[config.mk]
export PLATFORM = sky130hd
export DESIGN_NAME = dil_latch_mux
export DESIGN_NICKNAME = d
export VERILOG_FILES = /design/src/core/dil_sync.v /design/src/core/dil_edge.v /design/src/core/dil_latch_mux.v
export VERILOG_INCLUDE_DIRS = /design/src /design/src/core
export SDC_FILE = /design/constraint.sdc
export NUM_CORES = 1
export LEC_CHECK = 0
export BUFFER_PORTS_ARGS = -buffer_cell sky130_fd_sc_hd__clkbuf_2
export CAP_MARGIN = 25
export CORE_MARGIN = 3
export CORE_UTILIZATION = 42
export DETAILED_ROUTE_END_ITERATION = 16
export GPL_TIMING_DRIVEN = 0
export PLACE_DENSITY = 0.72
export SLEW_MARGIN = 20
export SYNTH_ARGS = -nofsm -noshare
export SYNTH_HDL_FRONTEND = slang
export SYNTH_SLANG_ARGS = --single-unit
[constraint.sdc]
create_clock -name ref_clk -period 1.45 [get_ports ref_clk]
set_input_delay 0 -clock ref_clk [delete_from_list [all_inputs] [get_ports ref_clk]]
set_output_delay 0 -clock ref_clk [all_outputs]
set_load 0.05 [all_outputs]
[src/core/dil_defs.vh]
// Constants for the interrupt latch and multiplexer block.
// Assumes inclusion by the design files only; definitions only.
`ifndef DIL_DEFS_VH
`define DIL_DEFS_VH

// ----------------------------------------
// Register offsets (word index, byte address = 4 * index)
// ----------------------------------------
`define DIL_OFF_CTRL 4'h0
`define DIL_OFF_STATUS 4'h1
`define DIL_OFF_SERVICE 4'h2
`define DIL_OFF_CORE 4'h3

// ----------------------------------------
// Control register fields
// ----------------------------------------
`define DIL_CTRL_FLAG_LSB 0
`define DIL_CTRL_EN_LSB 4
`define DIL_CTRL_FRAMING_BIT 9
`define DIL_CTRL_COPROC_BIT 12
`define DIL_CTRL_RESET 32'h00000000

// ----------------------------------------
// Source indices
// ----------------------------------------
`define DIL_SRC_EXT 0
`define DIL_SRC_RX 1
`define DIL_SRC_TX 2
`define DIL_SRC_FR 3

// ----------------------------------------
// Timing
// ----------------------------------------
`define DIL_VECTOR 12'h002
`define DIL_VECTOR_CYCLES 4
`define DIL_COPROC_HOLD 3'h4

`endif

[src/core/dil_sync.v]
// Two-flop synchroniser for a vector of asynchronous inputs.
// Assumes the inputs come from outside the ref_clk domain.
`timescale 1ns/1ns
module dil_sync #(
    parameter WIDTH = 4
) (
    input wire ref_clk,
    input wire reset,
    input wire [WIDTH-1:0] async_in,
    input wire [WIDTH-1:0] reset_val,
    output reg [WIDTH-1:0] sync_out
);
    reg [WIDTH-1:0] meta_q;

    always @(posedge ref_clk)
    begin
        if (reset)
        begin
            // Idle level per line, so release shows no false edge
            meta_q <= reset_val;
            sync_out <= reset_val;
        end
        else
        begin
            meta_q <= async_in;
            sync_out <= meta_q;
        end
    end
endmodule // dil_sync

[src/core/dil_edge.v]
// Falling-edge detector per source, on synchronised levels.
// Assumes inputs are already in the ref_clk domain.
`timescale 1ns/1ns
module dil_edge #(
    parameter WIDTH = 4
) (
    input wire ref_clk,
    input wire reset,
    input wire [WIDTH-1:0] level_in,
    output wire [WIDTH-1:0] fall_pulse
);
    reg [WIDTH-1:0] prev_q;
    genvar i;

    // Follows the input through reset, so release never looks like an edge
    always @(posedge ref_clk)
    begin
        prev_q <= level_in;
    end

    generate
        for (i = 0; i < WIDTH; i = i + 1)
        begin : g_edge
            assign fall_pulse[i] = prev_q[i] & ~level_in[i] & ~reset;
        end
    endgenerate
endmodule // dil_edge

[src/core/dil_latch_mux.v]
// Interrupt latch and multiplexer with core-side service sequencer.
// Assumes the core reports instruction boundaries on ref_clk (10 MHz);
// pins are asynchronous and synchronised here. Registers over Avalon-MM.
`timescale 1ns/1ns
`include "dil_defs.vh"
module dil_latch_mux #(
    parameter PC_W = 12
) (
    input wire ref_clk,
    input wire reset,
    // Avalon-MM slave
    input wire [3:0] avs_address,
    input wire avs_read,
    input wire avs_write,
    input wire [31:0] avs_writedata,
    input wire [3:0] avs_byteenable,
    output reg [31:0] avs_readdata,
    output reg avs_waitrequest,
    // Pins, asynchronous and active low except the frame pulse
    input wire external_request_n,
    input wire rx_frame_sync_n,
    input wire tx_frame_sync_n,
    input wire internal_frame_pulse,
    input wire host_rd_n,
    input wire host_wr_n,
    input wire branch_test_in_n,
    // Core side, same clock
    input wire enable_irq_instr,
    input wire disable_irq_instr,
    input wire load_status_instr,
    input wire instr_boundary,
    input wire multicycle_busy,
    input wire multiply_instr,
    input wire [PC_W-1:0] core_pc,
    output reg irq_take,
    output reg discard_fetch,
    output reg stack_push,
    output reg [PC_W-1:0] stack_top,
    output reg pc_load,
    output reg [PC_W-1:0] pc_vector,
    output reg global_irq_mask,
    output reg master_irq,
    output reg branch_test_eff_n
);
    // ----------------------------------------
    // States
    // ----------------------------------------
    localparam [4:0] ST_IDLE = 5'h01;
    localparam [4:0] ST_ACK = 5'h02;
    localparam [4:0] ST_MASK = 5'h04;
    localparam [4:0] ST_PUSH = 5'h08;
    localparam [4:0] ST_LOAD = 5'h10;

    reg [4:0] state_q;
    reg [3:0] flag_q;
    reg [3:0] enable_q;
    reg framing_sel_q;
    reg coproc_q;
    reg defer_mul_q;
    reg defer_ei_q;
    reg [2:0] hold_q;
    reg rd_prev_q;
    reg [2:0] wait_q;

    wire [3:0] pin_async;
    wire [3:0] pin_sync;
    wire [2:0] host_sync;
    wire [3:0] src_fall;
    wire [3:0] src_level;
    wire ext_low;
    wire host_rd_rise;
    wire [3:0] set_ev;
    wire [3:0] sw_clr;
    wire [3:0] can_clr;
    wire ctrl_wr;
    wire take_ok;
    wire irq_active;

    // ----------------------------------------
    // Synchronisers and edge detection
    // ----------------------------------------
    assign pin_async = {internal_frame_pulse, tx_frame_sync_n, rx_frame_sync_n,
                        external_request_n};

    dil_sync #(.WIDTH(4)) u_sync_pins (
        .ref_clk(ref_clk),
        .reset(reset),
        .async_in(pin_async),
        .reset_val(4'h7),
        .sync_out(pin_sync)
    );

    dil_sync #(.WIDTH(3)) u_sync_host (
        .ref_clk(ref_clk),
        .reset(reset),
        .async_in({branch_test_in_n, host_wr_n, host_rd_n}),
        .reset_val(3'h7),
        .sync_out(host_sync)
    );

    // Frame pulse idles low; its falling edge ends the pulse and is the event
    // In coprocessor mode the master's write strobe stands in for the pin
    assign src_level = {pin_sync[3], pin_sync[2], pin_sync[1],
                        coproc_q ? host_sync[1] : pin_sync[0]};

    dil_edge #(.WIDTH(4)) u_edge (
        .ref_clk(ref_clk),
        .reset(reset),
        .level_in(src_level),
        .fall_pulse(src_fall)
    );

    assign ext_low = ~coproc_q & ~pin_sync[0];
    assign host_rd_rise = host_sync[0] & ~rd_prev_q;

    // ----------------------------------------
    // Flag set and clear
    // ----------------------------------------
    assign set_ev[`DIL_SRC_EXT] = src_fall[0] | ext_low;
    // Frame inputs only interrupt when internal framing owns the port
    assign set_ev[`DIL_SRC_RX] = src_fall[1] & ~framing_sel_q;
    assign set_ev[`DIL_SRC_TX] = src_fall[2] & ~framing_sel_q;
    // Frame pulse runs as a timer when external framing is selected
    assign set_ev[`DIL_SRC_FR] = src_fall[3] & framing_sel_q;

    assign ctrl_wr = avs_write & ~avs_waitrequest &
                     (avs_address == `DIL_OFF_CTRL) & avs_byteenable[0];
    assign sw_clr = ctrl_wr ? ~avs_writedata[3:0] : 4'h0;
    // A read still in the synchroniser blocks the clear before the hold starts
    assign can_clr[0] = ~ext_low & (hold_q == 3'h0) & ~(coproc_q & ~host_sync[0]);
    assign can_clr[3:1] = 3'h7;

    always @(posedge ref_clk)
    begin
        if (reset)
            rd_prev_q <= 1'b1;
        else
            rd_prev_q <= host_sync[0];
    end

    always @(posedge ref_clk)
    begin
        if (reset)
            hold_q <= 3'h0;
        else if (coproc_q && host_rd_rise)
            hold_q <= `DIL_COPROC_HOLD;
        else if (hold_q != 3'h0)
            hold_q <= hold_q - 3'h1;
    end

    // Set wins over clear in the same cycle
    always @(posedge ref_clk)
    begin
        if (reset)
            flag_q <= 4'h0;
        else
            flag_q <= set_ev | (flag_q & ~(sw_clr & can_clr)
                      & ~((state_q == ST_ACK) ? (4'h1 & can_clr) : 4'h0));
    end

    // ----------------------------------------
    // Control register
    // ----------------------------------------
    always @(posedge ref_clk)
    begin
        if (reset)
        begin
            enable_q <= 4'h0;
            framing_sel_q <= 1'b0;
            coproc_q <= 1'b0;
        end
        else if (avs_write && !avs_waitrequest && avs_address == `DIL_OFF_CTRL)
        begin
            if (avs_byteenable[0])
                enable_q <= avs_writedata[7:4];
            if (avs_byteenable[1])
            begin
                framing_sel_q <= avs_writedata[`DIL_CTRL_FRAMING_BIT];
                coproc_q <= avs_writedata[`DIL_CTRL_COPROC_BIT];
            end
        end
    end

    // ----------------------------------------
    // Combine and mask
    // ----------------------------------------
    assign irq_active = |(flag_q & enable_q);
    // Service only at an instruction boundary outside all deferrals
    assign take_ok = instr_boundary & ~multicycle_busy & ~defer_mul_q & ~defer_ei_q;

    always @(posedge ref_clk)
    begin
        if (reset)
        begin
            defer_mul_q <= 1'b0;
            defer_ei_q <= 1'b0;
        end
        else
        begin
            if (multiply_instr)
                defer_mul_q <= 1'b1;
            else if (instr_boundary)
                defer_mul_q <= 1'b0;
            if (enable_irq_instr && global_irq_mask)
                defer_ei_q <= 1'b1;
            else if (instr_boundary)
                defer_ei_q <= 1'b0;
        end
    end

    // ----------------------------------------
    // Service sequencer
    // ----------------------------------------
    always @(posedge ref_clk)
    begin
        if (reset)
        begin
            state_q <= ST_IDLE;
            wait_q <= 3'h0;
            global_irq_mask <= 1'b1;
            irq_take <= 1'b0;
            discard_fetch <= 1'b0;
            stack_push <= 1'b0;
            stack_top <= {PC_W{1'b0}};
            pc_load <= 1'b0;
            pc_vector <= {PC_W{1'b0}};
            master_irq <= 1'b0;
        end
        else
        begin
            irq_take <= 1'b0;
            discard_fetch <= 1'b0;
            stack_push <= 1'b0;
            pc_load <= 1'b0;
            master_irq <= irq_active & ~global_irq_mask;
            if (disable_irq_instr)
                global_irq_mask <= 1'b1;
            case (state_q)
                ST_IDLE:
                begin
                    // Status load never reaches the mask
                    if (enable_irq_instr && !disable_irq_instr)
                        global_irq_mask <= 1'b0;
                    // Mask checked again: a disable one cycle back must win
                    if (master_irq && take_ok && !global_irq_mask)
                    begin
                        state_q <= ST_ACK;
                        irq_take <= 1'b1;
                        discard_fetch <= 1'b1;
                        stack_top <= core_pc;
                    end
                end
                ST_ACK:
                    state_q <= ST_MASK;
                ST_MASK:
                begin
                    global_irq_mask <= 1'b1;
                    state_q <= ST_PUSH;
                end
                ST_PUSH:
                begin
                    stack_push <= 1'b1;
                    state_q <= ST_LOAD;
                end
                ST_LOAD:
                begin
                    pc_load <= 1'b1;
                    pc_vector <= `DIL_VECTOR;
                    state_q <= ST_IDLE;
                end
                default:
                    state_q <= ST_IDLE;
            endcase
        end
    end

    // ----------------------------------------
    // Branch test pin, replaced by read strobe in coprocessor mode
    // ----------------------------------------
    always @(posedge ref_clk)
    begin
        if (reset)
            branch_test_eff_n <= 1'b1;
        else
            branch_test_eff_n <= coproc_q ? host_sync[0] : host_sync[2];
    end

    // ----------------------------------------
    // Avalon slave: one wait cycle, then answer
    // ----------------------------------------
    always @(posedge ref_clk)
    begin
        if (reset)
        begin
            avs_waitrequest <= 1'b1;
            avs_readdata <= 32'h00000000;
        end
        else
        begin
            avs_waitrequest <= ~((avs_read | avs_write) & avs_waitrequest);
            if (avs_read && avs_waitrequest)
            begin
                case (avs_address)
                    `DIL_OFF_CTRL:
                        avs_readdata <= {19'h00000, coproc_q, 2'h0, framing_sel_q,
                                         1'b0, enable_q, flag_q};
                    `DIL_OFF_STATUS:
                        avs_readdata <= {24'h000000, 1'b0, hold_q, master_irq,
                                         irq_active, defer_ei_q, global_irq_mask};
                    `DIL_OFF_SERVICE:
                        avs_readdata <= {27'h0000000, state_q};
                    `DIL_OFF_CORE:
                        avs_readdata <= {{(32-PC_W){1'b0}}, stack_top};
                    default:
                        avs_readdata <= 32'h00000000;
                endcase
            end
        end
    end
endmodule // dil_latch_mux

==> impl_results.md, run 1 <==
* Hold Slack at 0.0163 ns
* Number of flops mapped to enable cells by yosys at 0
* Residual overflow from global routing at 0
* Timing-limited maximum frequency at 0.706 GHz
* DR WL/cell at 13.5 um
* Count of unresolved DRC violations after routing at 0
* Kind of end point of the critical path: register
* Worst min-delay path class: in -> reg
* Number of endpoints failing setup at the final stage at 0
* Area overhead of the layout relative to synthesis at 41.0%
* Area enclosed by the die boundary at 8080 sq um
* Result of the run: completed
* Depth of the most critical reg-to-reg path at 5
* FFs w/ async S/R, synth at 0
* IR Drop Worst-Case VDD at 0.000858 V
* CTS H-tree depth at 3
* Port Buffers at 76
* Total wirelength of the detailed-routed design at 7.37 mm
* CP top delay family: simple AND/OR/NAND/NOR gates
* Worst Hold Depth at 3
* Synth area leader: sky130_fd_sc_hd__dfxtp_1
* Area fraction of the dominant cell type after synthesis at 0.488
* Total track usage at 0.186
* Worst flop-to-flop path endpoint: stack_top[5]$_SDFFE_PP0P_
* Worst Tran Pin Value at 0.747 ns
* PnR worst setup slack at 0.0330 ns
* Critical-path maximum fanout at 10
* Die Wd at 89.9 um
* Relative max-transition margin at 0.498
* Sort of element at the start of the critical path: register
* Leakage power total at 2.02 nW
* Worst-case setup slack after placement at -0.128 ns
* Total power consumption of the routed design at 4.24 mW
* Total I/O pin count at 133
* Antenna viol nets, final at 0
* Number of iterations in the first detailed-routing pass at 4
* Clock tree from TritonCTS: built
* Leading register cell type out of synthesis: sky130_fd_sc_hd__dfxtp_1
* Synth area leaders: sky130_fd_sc_hd__dfxtp_1, sky130_fd_sc_hd__buf_4, sky130_fd_sc_hd__mux2i_1
* Cell variety after synth at 43
* Number of instances in the synthesized netlist at 293
* Setup slack of the most critical reg-to-reg path at 0.03 ns
* Mean instance size in the synthesized netlist at 10.1 sq um
* Final period demand of the worst path at 1.42 ns
* Buffer levels on the longest clock path at 2
* Multi-input gate area at 1310 sq um
* Clock latency of the later-clocked register in the worst-skew pair at 0.36 ns
* Max_cap viols at 0
* Clk sinks at 72
* Inst Count DP at 491
* Per-cell via count in the routed design at 4.62
* Number of buffers inserted during clock tree synthesis at 9
* Via count of the first global-routing pass at 2481
* Yosys Warn Count at 0
* Placed Instance Area at 3570 sq um
* Number of buffer and inverter instances along the worst setup path at 1
* Endpoint of the worst hold-timing path: flag_q[0]$_SDFF_PP0_
* Final Net Count at 519
* First-pass GRT wire length at 11.9 mm
* R2R Path Start: state_q[2]$_SDFFE_PP0P_
* Hold Fails Final Rpt at 0
* Height of the chip at 89.9 um
* Total via count after detailed routing at 2517
* Combined area of all synthesized cells at 2960 sq um
* RSZ-0062 raised after global routing: true
* Clock transition at the register clock pins on the worst setup and hold paths after CTS at 0.08 ns
* Longest individual stage delay on the worst path at 0.37 ns
* Non-Filler Cell Area, Final at 4170 sq um
* Layout Skew at 0.00944 ns
* Slowest cell on the critical path: sky130_fd_sc_hd__dfxtp_4
* Number of DRC violations after detailed-routing iteration 0 at 126
* Routability congestion estimate at 0.794
* Row count at 29
* Detail Placement HPWL at 5.15 mm
* Placeable core region at 6570 sq um
* Crit Path Category: reg -> reg
* Cell at the root of the clock tree: sky130_fd_sc_hd__clkbuf_8
* Register area at 1450 sq um
* Sequential area share after synthesis at 0.488
* Post-route non-filler standard cell count at 545
* Post-synthesis sequential element count at 72
* PwrDens at 1020 nW/um^2
* Maximum number of pins on one net before global-route repair at 15
* Count of filler cells inserted in the layout at 539
* Antenna diode instance count at 0
* Fraction of layout cells with a size suffix above 1 at 0.358
* Period utilisation layout at 0.977
* Number of antenna violations at the first check in global routing at 0
* Critical path arrival at 1.65 ns
* Data required, critical path at 1.68 ns
* Max-slew violation total from the final report at 0
* Initial standard-cell utilization of the core at 0.450
* Startpoint of the worst hold path: avs_writedata[0]
* Crit path cell chain: nor4_4 > nand4_4 > buf_6 > mux2i_1 > nor2_1
-- cell families (layout without fill, tap and decap cells) --
group,Yosys count,after routing,share of synthesized area
AND/OR/NAND/NOR,99,99,0.177
flip-flops,72,72,0.488
other,1,30,0.00127
AO/OA/AOI/OAI,43,43,0.0990
buffers and inverters,49,179,0.117
adder cells (fa/ha/maj),3,3,0.0127
multiplexers,24,24,0.0994
XOR/XNOR,2,2,0.00593
-- worst reg2reg max path, stage by stage, from the launching register on --
cell                      delay [ns]
sky130_fd_sc_hd__dfxtp_4        0.37
sky130_fd_sc_hd__nor4_4         0.34
sky130_fd_sc_hd__nand4_4        0.15
sky130_fd_sc_hd__buf_6          0.19
sky130_fd_sc_hd__mux2i_1        0.19
sky130_fd_sc_hd__nor2_1         0.06
-- state kept, by name, summed over array words and instances, names as in the netlist, 3 cells and up --
| name | cells |
|---|---|
| stack_top | 12 |
| u_sync_host.sync_out | 3 |
| u_sync_host.meta_q | 3 |
| u_sync_pins.meta_q | 4 |
| u_sync_pins.sync_out | 4 |
| u_edge.prev_q | 4 |
| enable_q | 4 |
| hold_q | 3 |
| flag_q | 4 |
| avs_readdata | 13 |
| state_q | 5 |
-- timing repair --
action,4_1_cts,5_1_grt
gates resized for setup,2,9
setup endpoints to repair,10,16
hold buffers,37,0
pin swaps,1,2
buffers inserted,1,2
endpoints found under the hold margin,35,0
-- cells in the final DEF, fill, tap and decap left out, types with 6 or more instances in the layout --
cell type,instances
sky130_fd_sc_hd__or2_2,13
sky130_fd_sc_hd__o21ai_0,12
sky130_fd_sc_hd__clkbuf_8,11
sky130_fd_sc_hd__a21oi_1,7
sky130_fd_sc_hd__mux2i_1,19
sky130_fd_sc_hd__clkbuf_2,76
sky130_fd_sc_hd__inv_1,7
sky130_fd_sc_hd__conb_1,30
sky130_fd_sc_hd__a22oi_1,8
sky130_fd_sc_hd__a22o_1,8
sky130_fd_sc_hd__dfxtp_2,6
sky130_fd_sc_hd__dlygate4sd3_1,37
sky130_fd_sc_hd__nand2_1,15
sky130_fd_sc_hd__nor2b_1,6
sky130_fd_sc_hd__nor2_1,40
sky130_fd_sc_hd__buf_4,34
sky130_fd_sc_hd__dfxtp_1,65
-- per-stage QoR --
step,util,TNS (ns)
6_report,0.635,0
5_1_grt,0.635,-0.0325
4_1_cts,0.630,-0.00937
2_1_floorplan,-,0
3_3_place_gp,0.544,-0.718
3_5_place_dp,0.544,-1.21
-- synth_stat cells, types with 4 or more instances --
library cell               number
sky130_fd_sc_hd__dfxtp_1       72
sky130_fd_sc_hd__nor2_1        40
sky130_fd_sc_hd__buf_4         32
sky130_fd_sc_hd__mux2i_1       20
sky130_fd_sc_hd__nand2_1       15
sky130_fd_sc_hd__or2_2         13
sky130_fd_sc_hd__o21ai_0       12
sky130_fd_sc_hd__a22o_1         8
sky130_fd_sc_hd__a22oi_1        8
sky130_fd_sc_hd__a21oi_1        7
sky130_fd_sc_hd__inv_1          7
sky130_fd_sc_hd__nor2b_1        6
sky130_fd_sc_hd__nand3_1        5
sky130_fd_sc_hd__clkbuf_1       4
sky130_fd_sc_hd__nand2b_1       4
-- how the worst max path moves through the flow --
stage | start | end | slack (ns) | cells past startpoint
6_report | state_q[2]$_SDFFE_PP0P_ | stack_top[5]$_SDFFE_PP0P_ | 0.03 | 5
5_1_grt | state_q[2]$_SDFFE_PP0P_ | stack_top[3]$_SDFFE_PP0P_ | -0.02 | 5
4_1_cts | state_q[2]$_SDFFE_PP0P_ | stack_top[5]$_SDFFE_PP0P_ | -0.009 | 6
3_5_place_dp | state_q[4]$_SDFFE_PP0P_ | stack_top[5]$_SDFFE_PP0P_ | -0.13 | 6
3_3_place_gp | avs_address[3] | flag_q[0]$_SDFF_PP0_ | -0.09 | 5
2_1_floorplan | master_irq$_SDFF_PP0_ | stack_top[5]$_SDFFE_PP0P_ | 0.001 | 5
-- metal layers --
metal,up-vias,GRT usage,routed length [um]
li1,1258,-,-
met1,1148,0.208,2970
met2,99,0.326,3670
met3,12,0.0659,569
met4,0,0.0663,159
met5,-,0,0
-- where the power goes --
group          internal (mW)  switching [mW]  leakage (nW)
sequential              2.04          0.0449         0.588
combinational          0.297           0.421          1.35
clock                  0.633           0.803        0.0785
total                   2.97            1.27          2.02
-- layout make-up --
| cell class | count | share of cell area |
|---|---|---|
| Buffer | 40 | 0.0729 |
| Clock buffer | 9 | 0.0297 |
| Clock inverter | 7 | 0.0135 |
| Inverter | 7 | 0.00630 |
| Multi-Input combinational cell | 201 | 0.315 |
| Sequential cell | 72 | 0.348 |
| Tap cell | 93 | 0.0279 |
| Timing Repair Buffer | 116 | 0.186 |
No activity file was read; power rests on OpenSTA's default activity.
==> run 2: changes to the inputs <==
REMOVE_ABC_BUFFERS = 1   (was default)
==> run 2 against run 1 <==
Against the previous run:
- clock skew shrank 0.0039 ns
- clock power grew 9%
- fmax shrank 1.4%
- largest power group unchanged
- highest routed layer unchanged
==> impl_results.md, run 2 (synthesis results as in run 1) <==
* Result of the run: completed
* Die Wd at 89.9 um (unchanged)
* Most common cell after layout, fill and taps aside: sky130_fd_sc_hd__clkbuf_2
* CP top delay family: simple AND/OR/NAND/NOR gates
* Area enclosed by the die boundary at 8080 sq um (unchanged)
* Number of flip-flops under the largest register name at 13 (unchanged)
* Final Net Count at 477 (-8.1%)
* Port Buffers at 77 (+1.3%)
* PnR worst setup slack at 0.0132 ns (-0.0198 ns)
* Post-route non-filler standard cell count at 503 (-7.7%)
* Placeable core region at 6570 sq um (unchanged)
* Residual overflow from global routing at 0 (unchanged)
* IR Drop Worst-Case VDD at 0.000737 V (-14%)
* Longest individual stage delay on the worst path at 0.38 ns (about the same)
* Worst-case setup slack after placement at -0.204 ns (-0.0755 ns)
* Commonest non-fill, non-tap cells in the layout: sky130_fd_sc_hd__clkbuf_2, sky130_fd_sc_hd__dfxtp_1, sky130_fd_sc_hd__nor2_1
* Fraction of layout cells with a size suffix above 1 at 0.298 (-0.0608)
* Sort of element at the start of the critical path: register
* Clock transition at the register clock pins on the worst setup and hold paths after CTS at 0.07 ns (about the same)
* Number of iterations in the first detailed-routing pass at 4 (unchanged)
* Inst Count DP at 450 (-8.4%)
* Crit Path Category: reg -> reg
* Row count at 29 (unchanged)
* Kind of end point of the critical path: register
* Area overhead of the layout relative to synthesis at 30.7%
* Number of antenna violations at the first check in global routing at 0 (unchanged)
* Cell at the root of the clock tree: sky130_fd_sc_hd__clkbuf_8
* First-pass GRT wire length at 11.2 mm (-6.5%)
* Total power consumption of the routed design at 4.27 mW (+0.82%)
* Count of unresolved DRC violations after routing at 0 (unchanged)
* Total track usage at 0.170 (-0.0156)
* Count of filler cells inserted in the layout at 564 (+4.6%)
* Layout Skew at 0.00555 ns (-0.00389 ns)
* Total via count after detailed routing at 2333 (-7.3%)
* Total I/O pin count at 133 (unchanged)
* Maximum number of pins on one net before global-route repair at 56 (+41)
* Number of buffers inserted during clock tree synthesis at 9 (unchanged)
* Final period demand of the worst path at 1.44 ns (+0.0198 ns)
* Register area at 1450 sq um (-0.26%)
* Max_cap viols at 0 (unchanged)
* Worst min-delay path class: in -> reg
* Data required, critical path at 1.65 ns (-0.03 ns)
* Largest register by flop count: avs_readdata
* Buffer levels on the longest clock path at 2 (unchanged)
* Worst Tran Pin Value at 0.935 ns (+0.188 ns)
* Clock tree from TritonCTS: built
* Number of buffer and inverter instances along the worst setup path at 1 (unchanged)
* Detail Placement HPWL at 4.49 mm (-13%)
* Clock latency of the later-clocked register in the worst-skew pair at 0.34 ns (-0.02 ns)
* Multi-input gate area at 1310 sq um (-0.29%)
* Initial standard-cell utilization of the core at 0.450 (unchanged)
* Via count of the first global-routing pass at 2331 (-6.0%)
* Number of endpoints failing setup at the final stage at 0 (unchanged)
* Critical-path maximum fanout at 15 (+5)
* Total wirelength of the detailed-routed design at 6.67 mm (-9.6%)
* Height of the chip at 89.9 um (unchanged)
* Slowest cell on the critical path: sky130_fd_sc_hd__dfxtp_4
* Routability congestion estimate at 0.797 (+0.30%)
* Number of DRC violations after detailed-routing iteration 0 at 169 (+34%)
* Timing-limited maximum frequency at 0.696 GHz (-1.4%)
* Period utilisation layout at 0.991 (+0.0137)
* Per-cell via count in the routed design at 4.64 (+0.43%)
* Critical path arrival at 1.64 ns (about the same)
* Crit path cell chain: nor4_4 > nand4_4 > buf_12 > mux2i_2 > nor2_1
* Antenna diode instance count at 0 (unchanged)
* Leakage power total at 1.83 nW (-9.5%)
* RSZ-0062 raised after global routing: true
* Hold Fails Final Rpt at 0 (unchanged)
* Hold Slack at 0.0348 ns (+0.0184 ns)
* PwrDens at 1110 nW/um^2 (+8.8%)
* Relative max-transition margin at 0.377 (-0.121)
* DR WL/cell at 13.3 um (-2.0%)
* CTS H-tree depth at 3 (unchanged)
* Max-slew violation total from the final report at 0 (unchanged)
* Regs by FF count: avs_readdata (13), stack_top (12), state_q (5)
* Antenna viol nets, final at 0 (unchanged)
* Clk sinks at 72 (unchanged)
run 2: worst paths after layout:
check	slack, ns	start	depth (start not counted)	end
worst max-delay path	0.01	state_q[3]$_SDFFE_PP0P_	5	stack_top[7]$_SDFFE_PP0P_
worst min-delay path	0.03	avs_writedata[0]	3	flag_q[0]$_SDFF_PP0_
worst max register to register	0.01	state_q[3]$_SDFFE_PP0P_	5	stack_top[7]$_SDFFE_PP0P_
worst min register to register	0.35	u_sync_pins.sync_out[1]$_SDFF_PP1_	0	u_edge.prev_q[1]$_DFF_P_
run 2: metal layers:
| metal | up-vias | GRT usage | share of wire |
|---|---|---|---|
| li1 | 1170 | - | - |
| met1 | 1070 | 0.209 | 0.44 |
| met2 | 87 | 0.284 | 0.49 |
| met3 | 6 | 0.0534 | 0.069 |
| met4 | 0 | 0.0587 | 0.0089 |
| met5 | - | 0 | 0 |
run 2: final cells by class:
| class | instances | share of cell area |
|---|---|---|
| flip-flops and latches | 72 | 0.375 |
| multi-input cells | 201 | 0.339 |
| repair buffers | 114 | 0.198 |
| clock buffers | 13 | 0.0411 |
| well taps | 93 | 0.0301 |
| clock inverters | 3 | 0.0104 |
| inverters | 7 | 0.00680 |
run 2: through the flow:
step | utilization | instance area [sq um] | TNS [ns]
3_5_place_dp | 0.495 | 3250 | -4.60
3_3_place_gp | 0.495 | 3250 | -3.74
6_report | 0.588 | 3860 | 0
5_1_grt | 0.588 | 3860 | -0.933
4_1_cts | 0.584 | 3840 | 0
2_1_floorplan | - | 2750 | -3.30
run 2: power breakdown:
group          switching, mW  internal (mW)  total [mW]
sequential            0.0367           2.04        2.07
clock                  0.684          0.884        1.57
combinational          0.397          0.232       0.630
run 2: worst reg2reg max path: cells and delay by family (launching register included):
kind,cells,cell delay (ns)
buffers and inverters,1,0.19
multiplexers,1,0.19
AND/OR/NAND/NOR,3,0.54
flip-flops,1,0.38
run 2: what timing repair did:
action | in CTS | in global routing
hold buffers | 36 | 0
gates resized for setup | 3 | 8
pin swaps | 2 | 1
setup buffers | 1 | 0
hold endpoints to repair | 34 | 0
setup endpoints to repair | 17 | 19
==> run 3: changes to the inputs <==
CORE_UTILIZATION = 43   (was 42)
MAX_ROUTING_LAYER = met4   (was default)
PLACE_DENSITY = 0.73   (was 0.72)
SYNTH_HIERARCHICAL = 1   (was default)
==> run 3 against run 2 <==
Against the previous run:
- largest power group unchanged
- clock power is 13% lower
- clock skew rose by 0.0024 ns
- non-clock buffer count increased by 1
- worst setup slack better by 0.00076 ns
==> impl_results.md, run 3 <==
* Detail Placement HPWL at 4.44 mm (-1.0%)
* Startpoint of the worst hold path: avs_writedata[0]
* Number of antenna violations at the first check in global routing at 0 (unchanged)
* Longest individual stage delay on the worst path at 0.38 ns (about the same)
* Placeable core region at 6870 sq um (+4.6%)
* CP top delay family: simple AND/OR/NAND/NOR gates
* Internal power of the cells at 3.05 mW (-3.1%)
* Sequential area share after synthesis at 0.466 (-0.0217)
* Number of iterations in the first detailed-routing pass at 4 (unchanged)
* Slowest cell on the critical path: sky130_fd_sc_hd__dfxtp_4
* Post-synthesis sequential element count at 72 (unchanged)
* Number of flip-flops under the largest register name at 13 (unchanged)
* Total via count after detailed routing at 2369 (+1.5%)
* R2R Path Start: state_q[4]$_SDFFE_PP0P_
* PwrDens at 1040 nW/um^2 (-6.1%)
* Setup slack of the most critical reg-to-reg path at 0.01 ns (about the same)
* Total wirelength of the detailed-routed design at 6.53 mm (-2.0%)
* Largest register by flop count: avs_readdata
* Kind of end point of the critical path: register
* Hold Fails Final Rpt at 0 (unchanged)
* Worst flop-to-flop path endpoint: stack_top[8]$_SDFFE_PP0P_
* Commonest cells in the netlist: sky130_fd_sc_hd__dfxtp_1, sky130_fd_sc_hd__nor2_1, sky130_fd_sc_hd__buf_4
* Final Net Count at 488 (+2.3%)
* Via count of the first global-routing pass at 2195 (-5.8%)
* Mean instance size in the synthesized netlist at 10.7 sq um (+5.7%)
* Area overhead of the layout relative to synthesis at 31.0%
* Result of the run: completed
* Layout Skew at 0.00798 ns (+0.00243 ns)
* Total I/O pin count at 133 (unchanged)
* IR Drop Worst-Case VDD at 0.000451 V (-39%)
* Most common cell after layout, fill and taps aside: sky130_fd_sc_hd__clkbuf_2
* Switching power share of the total at 0.274 (+0.0122)
* Number of flops mapped to enable cells by yosys at 0 (unchanged)
* Endpoint of the worst hold-timing path: flag_q[0]$_SDFF_PP0_
* Synth area leaders: sky130_fd_sc_hd__dfxtp_1, sky130_fd_sc_hd__buf_4, sky130_fd_sc_hd__mux2_4
* PnR worst setup slack at 0.0140 ns (+0.000758 ns)
* Antenna viol nets, final at 0 (unchanged)
* Yosys Warn Count at 6 (+6)
* Clock transition at the register clock pins on the worst setup and hold paths after CTS at 0.07 ns (about the same)
* Combinational Power Share at 0.176 (+0.029)
* Final period demand of the worst path at 1.44 ns (-0.000758 ns)
* Residual overflow from global routing at 0 (unchanged)
* Clk sinks at 72 (unchanged)
* Number of endpoints failing setup at the final stage at 0 (unchanged)
* Port Buffers at 77 (unchanged)
* Most repeated cell in the gate-level netlist after synthesis: sky130_fd_sc_hd__dfxtp_1
* Area enclosed by the die boundary at 8250 sq um (+2.1%)
* Regs by FF count: avs_readdata (13), stack_top (12), state_q (5)
* Count of filler cells inserted in the layout at 579 (+2.7%)
* First-pass GRT wire length at 10.5 mm (-5.6%)
* Per-cell via count in the routed design at 4.61 (-0.63%)
* Total track usage at 0.163 (-0.00749)
* RSZ-0062 raised after global routing: true
* Depth of the most critical reg-to-reg path at 5 (unchanged)
* DR WL/cell at 12.7 um (-4.1%)
* Row count at 30 (+3.4%)
* Leading register cell type out of synthesis: sky130_fd_sc_hd__dfxtp_1
* Total power consumption of the routed design at 4.21 mW (-1.5%)
* Area fraction of the dominant cell type after synthesis at 0.466 (-0.0217)
* Number of buffers inserted during clock tree synthesis at 9 (unchanged)
* Timing-limited maximum frequency at 0.696 GHz (about the same)
* Data required, critical path at 1.64 ns (about the same)
* Worst Hold Depth at 3 (unchanged)
* Fraction of layout cells with a size suffix above 1 at 0.304 (+0.00627)
* Cell at the root of the clock tree: sky130_fd_sc_hd__clkbuf_8
* Commonest non-fill, non-tap cells in the layout: sky130_fd_sc_hd__clkbuf_2, sky130_fd_sc_hd__dfxtp_1, sky130_fd_sc_hd__conb_1
* Leakage power total at 1.94 nW (+6.2%)
* Critical-path maximum fanout at 11 (-4)
* Height of the chip at 90.8 um (+1.0%)
* Max_cap viols at 0 (unchanged)
* Period utilisation layout at 0.990 (about the same)
* Die Wd at 90.8 um (+1.0%)
* Synth area leader: sky130_fd_sc_hd__dfxtp_1
* CTS H-tree depth at 3 (unchanged)
* Crit Path Category: reg -> reg
* Count of unresolved DRC violations after routing at 0 (unchanged)
* Buffer levels on the longest clock path at 2 (unchanged)
* Worst min-delay path class: in -> reg
* Clock tree from TritonCTS: built
* Crit path launch: state_q[4]$_SDFFE_PP0P_
* Number of buffer and inverter instances along the worst setup path at 1 (unchanged)
* Critical path arrival at 1.63 ns (about the same)
* Routability congestion estimate at 0.776 (-2.6%)
* Crit path cell chain: nor4_4 > nand4_4 > buf_12 > mux2i_2 > nor2_1
* Cell variety after synth at 44 (+2.3%)
* Antenna diode instance count at 0 (unchanged)
* Worst Tran Pin Value at 0.750 ns (-0.184 ns)
* FFs w/ async S/R, synth at 0 (unchanged)
* Net Sw Power at 1.15 mW (+3.1%)
* Sort of element at the start of the critical path: register
* Combined area of all synthesized cells at 3090 sq um (+4.7%)
* Flop pwr share at 0.501 (+0.016)
* Clock latency of the later-clocked register in the worst-skew pair at 0.34 ns (about the same)
* Max-slew violation total from the final report at 0 (unchanged)
* Relative max-transition margin at 0.500 (+0.123)
* Number of instances in the synthesized netlist at 290 (-1.0%)
* Initial standard-cell utilization of the core at 0.450 (about the same)
* Worst-case setup slack after placement at -0.217 ns (-0.0134 ns)
* Maximum number of pins on one net before global-route repair at 61 (+8.9%)
* Number of DRC violations after detailed-routing iteration 0 at 96 (-43%)
* Clock share of power at 0.322 (-0.045)
-- run 3: power by group through the flow --
| stage | logic, mW | registers (mW) | clock network (mW) |
|---|---|---|---|
| after floorplan | 0.442 | 2.17 | 0 |
| after global placement | 0.608 | 2.15 | 0 |
| after detailed placement | 0.621 | 2.15 | 0 |
| after CTS | 0.707 | 2.11 | 1.39 |
| after global routing | 0.814 | 2.12 | 1.51 |
| final | 0.742 | 2.11 | 1.36 |
-- run 3: repair_timing --
action                     in CTS  in global routing
gates cloned                    0                  0
pin swaps                       2                  1
resized for setup               4                 10
hold buffers                   36                  0
hold endpoints to repair       33                  0
buffers inserted                2                  0
setup endpoints to repair      24                 23
-- run 3: metrics by stage --
stage	setup TNS (ns)	hold slack [ns]	std cells	utilization	area (sq um)
floorplan	-3.61	0.0691	290	-	2940
global placement	-11.07	0.195	463	0.502	3450
detailed placement	-4.13	0.216	463	0.502	3450
CTS	0	0.0310	514	0.585	4020
global route	-0.219	0.0531	514	0.590	4050
finish	0	0.0386	514	0.590	4050
-- run 3: worst max path at each step --
stage / depth (start not counted) / to / slack, ns
2_1_floorplan: 4 / avs_readdata[10]$_SDFFE_PP0P_ / -0.22
3_3_place_gp: 3 / avs_readdata[6]$_SDFFE_PP0P_ / -0.48
3_5_place_dp: 5 / flag_q[0]$_SDFF_PP0_ / -0.22
4_1_cts: 4 / avs_readdata[8]$_SDFFE_PP0P_ / 0.0009
5_1_grt: 5 / stack_top[8]$_SDFFE_PP0P_ / -0.06
6_report: 5 / stack_top[8]$_SDFFE_PP0P_ / 0.01
-- run 3: worst register-to-register path, stage by stage, from the launching register on --
cell and delay [ns]:
sky130_fd_sc_hd__dfxtp_4 0.38, sky130_fd_sc_hd__nor4_4 0.36, sky130_fd_sc_hd__nand4_4 0.15, sky130_fd_sc_hd__buf_12 0.18, sky130_fd_sc_hd__mux2i_2 0.18, sky130_fd_sc_hd__nor2_1 0.05
-- run 3: kinds of logic after synthesis --
logic type / share of synthesized area
AOI/OAI and AO/OA: 0.0975
xor gates and xnor gates: 0.00566
adders and majority gates: 0.0121
buffers and inverters: 0.108
DFF: 0.466
muxes: 0.162
other: 0.00243
and+or+nand+nor: 0.147
-- run 3: layout make-up --
| cell class | count | area, sq um | share of cell area |
|---|---|---|---|
| Sequential cell | 72 | 1450 | 0.357 |
| Inverter | 6 | 22.5 | 0.00556 |
| Multi-Input combinational cell | 212 | 1530 | 0.377 |
| Clock buffer | 12 | 155 | 0.0383 |
| Clock inverter | 1 | 5.00 | 0.00123 |
| Timing Repair Buffer | 115 | 776 | 0.191 |
| Tap cell | 96 | 120 | 0.0296 |
-- run 3: per-layer routing --
| layer | track usage | vias up | routed length [um] |
|---|---|---|---|
| li1 | - | 1195 | - |
| met1 | 0.189 | 1103 | 2800 |
| met2 | 0.269 | 63 | 3310 |
| met3 | 0.0417 | 8 | 330 |
| met4 | 0.0666 | 0 | 93 |
| met5 | - | - | 0 |
